===== src/pkg/wwdt_pkg.sv =====
// Constants for the window watchdog timer
`default_nettype none
package wwdt_pkg;
    localparam int unsigned CLK_HZ         = 125000000;
    localparam int unsigned UPPER_MS       = 1600;
    localparam int unsigned LOWER_MS       = 800;
    localparam int unsigned TIMEOUT_MS     = 200;
    // Time base: one tick per millisecond
    localparam int unsigned TICK_CYCLES    = CLK_HZ / 1000;
    localparam logic [16:0] TICK_LAST      = 17'(TICK_CYCLES - 1);
    localparam logic [11:0] UPPER_TICKS    = 12'(UPPER_MS);
    localparam logic [11:0] LOWER_TICKS    = 12'(LOWER_MS);
    localparam logic [11:0] TIMEOUT_TICKS  = 12'(TIMEOUT_MS);
    localparam logic [1:0]  RATIO_HALF     = 2'h0;
    localparam logic [1:0]  RATIO_QUARTER  = 2'h1;
    localparam logic [1:0]  RATIO_EIGHTH   = 2'h2;
    localparam logic [1:0]  RATIO_NONE     = 2'h3;
    typedef enum logic [3:0] {
        ST_ARM    = 4'h1,
        ST_WINDOW = 4'h2,
        ST_FAULT  = 4'h4,
        ST_OFF    = 4'h8
    } wd_state_type;
endpackage
`default_nettype wire


===== src/logic/window_watchdog_timer.sv =====
// Window watchdog timer supervising periodic falling-edge kicks
// Functional notes
// [RL1] Lower boundary is half the upper: 1600 ms upper, 800 ms lower.
// [RL2] With no kick edge, fault output stays high until upper boundary elapses.
// [RL3] On any fault, drive fault output low for 200 ms, then release.
// [RL4] After release, first falling edge starts the window, unchecked.
// [RL5] Kicks spaced 800 to 1600 ms apart keep the fault output high.
// [RL6] Edge before lower boundary flags early fault, output goes low.
// [RL7] No edge within upper boundary flags late fault, output goes low.
// [RL8] After timeout, release output high and rearm on next edge.
// [RL9] Window timeouts and ratio configurable; watchdog can be disabled.
// [RL10] Internal time base restarts on accepted edges and timeout end.
`default_nettype none
module window_watchdog_timer (
    input  wire logic        ref_clk,
    input  wire logic        sys_rst,
    input  wire logic        watchdog_kick_input,
    input  wire logic        wd_enable,
    input  wire logic [1:0]  window_ratio,
    input  wire logic [11:0] upper_ms,
    input  wire logic [11:0] timeout_ms,
    output logic             watchdog_fault_output,
    output logic             early_fault,
    output logic             late_fault
);
    typedef struct packed {
        logic                 sync1;
        logic                 sync2;
        logic                 kick_prev;
        logic [16:0]          prescale;
        logic [11:0]          elapsed;
        wwdt_pkg::wd_state_type state;
        logic                 fault_out;
        logic                 early;
        logic                 late;
        logic                 armed_init;
    } wd_regs_type;

    wd_regs_type cur;
    wd_regs_type next_cur;
    logic        fall;
    logic        tick;
    logic [11:0] lower;
    logic [11:0] upper;
    logic [11:0] tmo;

    // Configured bounds; zero selects the fixed option
    always_comb begin
        upper = (upper_ms == 12'h000) ? wwdt_pkg::UPPER_TICKS : upper_ms;
        tmo   = (timeout_ms == 12'h000) ? wwdt_pkg::TIMEOUT_TICKS : timeout_ms;
        // [RL1] ratio derived lower bound
        case (window_ratio)
            wwdt_pkg::RATIO_HALF:    lower = {1'b0, upper[11:1]};
            wwdt_pkg::RATIO_QUARTER: lower = {2'b00, upper[11:2]};
            wwdt_pkg::RATIO_EIGHTH:  lower = {3'b000, upper[11:3]};
            default:                 lower = 12'h000;
        endcase
    end

    assign fall = cur.kick_prev & ~cur.sync2;
    assign tick = (cur.prescale == wwdt_pkg::TICK_LAST);

    // Next-state logic
    always_comb begin
        next_cur = cur;
        next_cur.sync1 = watchdog_kick_input;
        next_cur.sync2 = cur.sync1;
        next_cur.kick_prev = cur.sync2;
        // [RL10] free-running time base
        next_cur.prescale = tick ? 17'h00000 : cur.prescale + 17'h00001;
        if (tick && cur.elapsed != 12'hfff) begin
            next_cur.elapsed = cur.elapsed + 12'h001;
        end
        next_cur.early = 1'b0;
        next_cur.late = 1'b0;
        case (cur.state)
            wwdt_pkg::ST_ARM: begin
                next_cur.fault_out = 1'b1;
                // [RL4] first edge unchecked
                if (fall) begin
                    next_cur.state = wwdt_pkg::ST_WINDOW;
                    next_cur.prescale = 17'h00000;
                    next_cur.elapsed = 12'h000;
                end
            end
            wwdt_pkg::ST_WINDOW: begin
                // [RL7] late fault
                if (cur.elapsed >= upper) begin
                    next_cur.state = wwdt_pkg::ST_FAULT;
                    next_cur.fault_out = 1'b0;
                    next_cur.late = 1'b1;
                    next_cur.prescale = 17'h00000;
                    next_cur.elapsed = 12'h000;
                end else if (fall) begin
                    // [RL6] early fault
                    if (cur.elapsed < lower) begin
                        next_cur.state = wwdt_pkg::ST_FAULT;
                        next_cur.fault_out = 1'b0;
                        next_cur.early = 1'b1;
                    end
                    // [RL5] good kick restarts window
                    next_cur.prescale = 17'h00000;
                    next_cur.elapsed = 12'h000;
                end
            end
            wwdt_pkg::ST_FAULT: begin
                // [RL3] hold low for timeout
                next_cur.fault_out = 1'b0;
                if (cur.elapsed >= tmo) begin
                    // [RL8] release and rearm
                    next_cur.fault_out = 1'b1;
                    next_cur.state = wwdt_pkg::ST_ARM;
                    next_cur.prescale = 17'h00000;
                    next_cur.elapsed = 12'h000;
                end
            end
            wwdt_pkg::ST_OFF: begin
                next_cur.fault_out = 1'b1;
                next_cur.elapsed = 12'h000;
            end
            default: begin
                next_cur.state = wwdt_pkg::ST_OFF;
            end
        endcase
        // [RL2] after reset, run as if first edge seen: upper bound from start
        if (cur.armed_init && cur.state == wwdt_pkg::ST_OFF && wd_enable) begin
            next_cur.state = wwdt_pkg::ST_WINDOW;
            next_cur.prescale = 17'h00000;
            next_cur.elapsed = 12'h000;
            next_cur.armed_init = 1'b0;
        end else if (!wd_enable) begin
            // [RL9] disable, restart window on re-enable
            next_cur.state = wwdt_pkg::ST_OFF;
            next_cur.fault_out = 1'b1;
            next_cur.early = 1'b0;  // No fault pulse while disabled
            next_cur.late = 1'b0;
            next_cur.armed_init = 1'b1;
        end
    end

    // State register
    always_ff @(posedge ref_clk) begin
        if (sys_rst) begin
            cur <= '{sync1: 1'b1, sync2: 1'b1, kick_prev: 1'b1, prescale: 17'h00000,
                     elapsed: 12'h000, state: wwdt_pkg::ST_OFF, fault_out: 1'b1,
                     early: 1'b0, late: 1'b0, armed_init: 1'b1};
        end else begin
            cur <= next_cur;
        end
    end

    assign watchdog_fault_output = cur.fault_out;
    assign early_fault = cur.early;
    assign late_fault = cur.late;
endmodule // window_watchdog_timer
`default_nettype wire


===== config.mk =====
export PLATFORM = sky130hd
export DESIGN_NAME = window_watchdog_timer
export DESIGN_NICKNAME = d
export VERILOG_FILES = /design/src/pkg/wwdt_pkg.sv /design/src/logic/window_watchdog_timer.sv
export SDC_FILE = /design/constraint.sdc
export NUM_CORES = 1
export LEC_CHECK = 0
export ABC_AREA = 1
export BUFFER_PORTS_ARGS = -buffer_cell sky130_fd_sc_hd__buf_2
export CAP_MARGIN = 20
export CORE_MARGIN = 2
export CORE_UTILIZATION = 49
export CTS_BUF_LIST = sky130_fd_sc_hd__clkbuf_4
export CTS_CLUSTER_SIZE = 24
export DETAILED_ROUTE_END_ITERATION = 16
export GPL_TIMING_DRIVEN = 1
export PLACE_DENSITY = 0.71
export RECOVER_POWER = 50
export SLEW_MARGIN = 25
export SYNTH_ARGS = -nofsm -noshare
export SYNTH_HDL_FRONTEND = slang
export SYNTH_SLANG_ARGS = --single-unit

===== constraint.sdc =====
create_clock -name ref_clk -period 2.2 [get_ports ref_clk]
set_input_delay 0.44 -clock ref_clk [delete_from_list [all_inputs] [get_ports ref_clk]]
set_output_delay 0.44 -clock ref_clk [all_outputs]
set_load 0.01 [all_outputs]

==> results by group <==
Outcome
  – Outcome: finished with violations
  – Violated checks: setup timing

Floorplan
  – Die ar.: 7020 sq um
  – Die width: 83.8 microns
  – I/O pin total: 33
  – Starting density of the core: 0.500
  – Core Rows: 29
  – Die H: 83.8 microns
  – Core area: 6240 sq um

Finish
  – Area delta synth->final: 28.0%
  – Filler instances: 556
  – Post-route design area: 4000 sq um
  – Commonest non-fill, non-tap cells in the layout: 81 x inv_1, 69 x nand2_1, 48 x buf_4
  – Commonest non-fill, non-tap cell in the layout: inv_1
  – Layout cell share with drive strength beyond 1: 0.295
  – Final Util: 0.640
  – Fin nets: 613
  – Ant diodes: 0

Worst setup path
  – Max FO, Critical Path: 4
  – CP max stage delay: 320 ps
  – Critical path, cell by cell: buf_6 > nor4_4 > nand4_1 > nor2_2 > nor2_1 > ha_1 > a21oi_2 > o21ai_1 > a21oi_1 > nand4_1 > buf_4 > nand2_4 > nor2_4 > nand2_1 > nand3_1 > a21oi_1
  – Crit path arrival time: 2640 ps
  – CP Class: in -> reg
  – Endpoint type of the worst setup path: flip-flop
  – CP required: 2510 ps
  – CP startpoint kind: input port
  – Critical-path top delay cell: ha_1

GRT
  – All-Layer GR Usage: 0.226
  – First-pass GRT wire length: 13.1 mm
  – Total congestion overflow: 0
  – Initial antenna violation count: 0
  – Largest net degree at the start of global routing: 15
  – GRT busiest layer: met2
  – GR Util met1: 0.295
  – M2 GR Usage: 0.382
  – Met3 Use GR: 0.0376
  – Vias in the first global route: 3091

Synthesis
  – Post-synth EDFFs: 0
  – YS warnings: 0
  – Syn Nets: 525
  – Post-Syn Instances: 461
  – Seq/Total Area, Yosys: 0.257
  – Mapped Area: 3120 sq um
  – Main synth FF type: dfxtp_1
  – Synth cell types: 41
  – Async S/R FF share, synth: 0
  – Average size of a mapped cell: 6.77 sq um
  – Synth Register Bits: 40

STA
  – Worst-Margin Slew: 551 ps
  – Final setup vio count: 29
  – Fin crit share: 1.06
  – Endpoints failing hold: 0
  – Clk_skew: 13.5 ps
  – Final WS setup: -134 ps
  – Tmin final: 2330 ps
  – Max-slew violation count: 0
  – RSZ-0062 raised after global routing: true
  – Max-slew headroom: 0.630
  – Fmax: 428 MHz

CTS
  – Worst-Skew Late Latency: 360 ps
  – Max Buffers Root-to-Sink: 2
  – Post-CTS Hold Fix Bufs: 0
  – CTS sink cnt: 40
  – Root Driver: clkbuf_4
  – H-Tree Depth: 2
  – CTS tree: yes
  – Clock-pin slew of the registers on the worst-case setup and hold paths: 140 ps
  – TritonCTS Buffers: 5

Power and ir drop
  – Static leakage: 2.06 nW
  – Power Density: 410 nW/um^2
  – Pwr Total: 1.64 mW
  – Worst vdd ir: 295 uV

Flow run
  – Max cap viols: 0

Route
  – First-pass detailed-route iteration total: 4
  – Total routed wirelength: 7.93 mm
  – Starting DRT DRC Count: 156
  – WL per Instance: 12.6 microns
  – Antenna Nets Post-Route: 0
  – Via count: 3224
  – Vias per cell: 5.14
  – DR DRC count: 0

Place
  – Placer Congestion: 0.888
  – Port-buffer cells: 32
  – Placed Area: 3740 sq um
  – Detailed Place HPWL: 6.16 mm

Min path
  – Hold Path Class: in -> reg
[final cells by class]
type,instances,area [sq um],area share
tap,77,96.3,0.0241
clock inverter,3,46.3,0.0116
clock buffer,5,37.5,0.00939
multi-input combinational,321,2070,0.517
sequential,40,802,0.201
timing repair buffer,84,576,0.144
inverter,97,372,0.0930
[worst max-delay path: cells and delay by family]
family                     cells  cell delay (ps)
adders and majority gates      1              320
AOI/OAI and AO/OA              4              510
and+or+nand+nor                9             1040
buffers and inverters          2              330
[report_power, final]
| group | switching, mW | leakage, nW | internal, mW | total (mW) |
|---|---|---|---|---|
| combinational | 0.206 | 1.70 | 0.165 | 0.371 |
| sequential | 0.0104 | 0.324 | 0.739 | 0.749 |
| clock | 0.276 | 0.0418 | 0.243 | 0.519 |
[cells by family after synthesis]
logic type	after synthesis	synth area share
buffers and inverters	100	0.122
xor gates and xnor gates	10	0.0281
and+or+nand+nor	219	0.352
DFF	40	0.257
adders and majority gates	34	0.136
AOI/OAI and AO/OA	58	0.105
[path summary, 6_finish.rpt]
kind	to	cells past startpoint	slack (ps)	startpoint
min reg2reg	cur[38]$_SDFF_PP1_	1	430	cur[39]$_SDFF_PP1_
max	cur[5]$_SDFFE_PP0P_	16	-130	timeout_ms[0]
max reg2reg	cur[5]$_SDFFE_PP0P_	17	-30	cur[8]$_SDFF_PP0_
min	cur[39]$_SDFF_PP1_	2	250	watchdog_kick_input
[registers in the layout (all words and copies together), names as in the netlist]
signal	count
cur	37
early_fault	1
late_fault	1
watchdog_fault_output	1
[what timing repair did]
action,CTS,global route
gates resized for setup,16,25
pin swaps,16,11
setup endpoints to repair,34,34
buffers inserted,1,1
gates cloned,0,1
[synth_stat cells (all sizes together) (2+ instances only)]
cell type	count	area, sq um
a211oi	2	15.0
a21oi	26	130
a221oi	2	17.5
and3	2	12.5
clkbuf	2	7.51
dfxtp	40	801
ha	34	425
inv	96	365
nand2	78	315
nand3	35	185
nand3b	4	42.5
nand4	17	119
nor2	60	253
nor3	15	116
nor4	2	12.5
o211ai	2	15.0
o21ai	16	80.1
o22ai	6	37.5
or2	5	31.3
xnor2	3	26.3
xor2	7	61.3
[stage by stage]
stage               cells  hold WS [ps]  setup WS, ps  TNS, ps
finish                627           254          -134    -1790
CTS                   625           244         -95.3    -1140
detailed placement    616           406          -570   -17090
global placement      616           396          -480   -14240
floorplan             461           389          -153    -1900
global route          627           243          -287    -6960
[routing by layer]
metal / wire length [microns] / up-vias / part of all wire
li1: - / 1679 / -
met1: 3680 / 1480 / 0.46
met3: 328 / 10 / 0.041
met5: 0 / - / 0
met4: 114 / 0 / 0.014
met2: 3800 / 55 / 0.48
(Power assumes the default switching activity.)
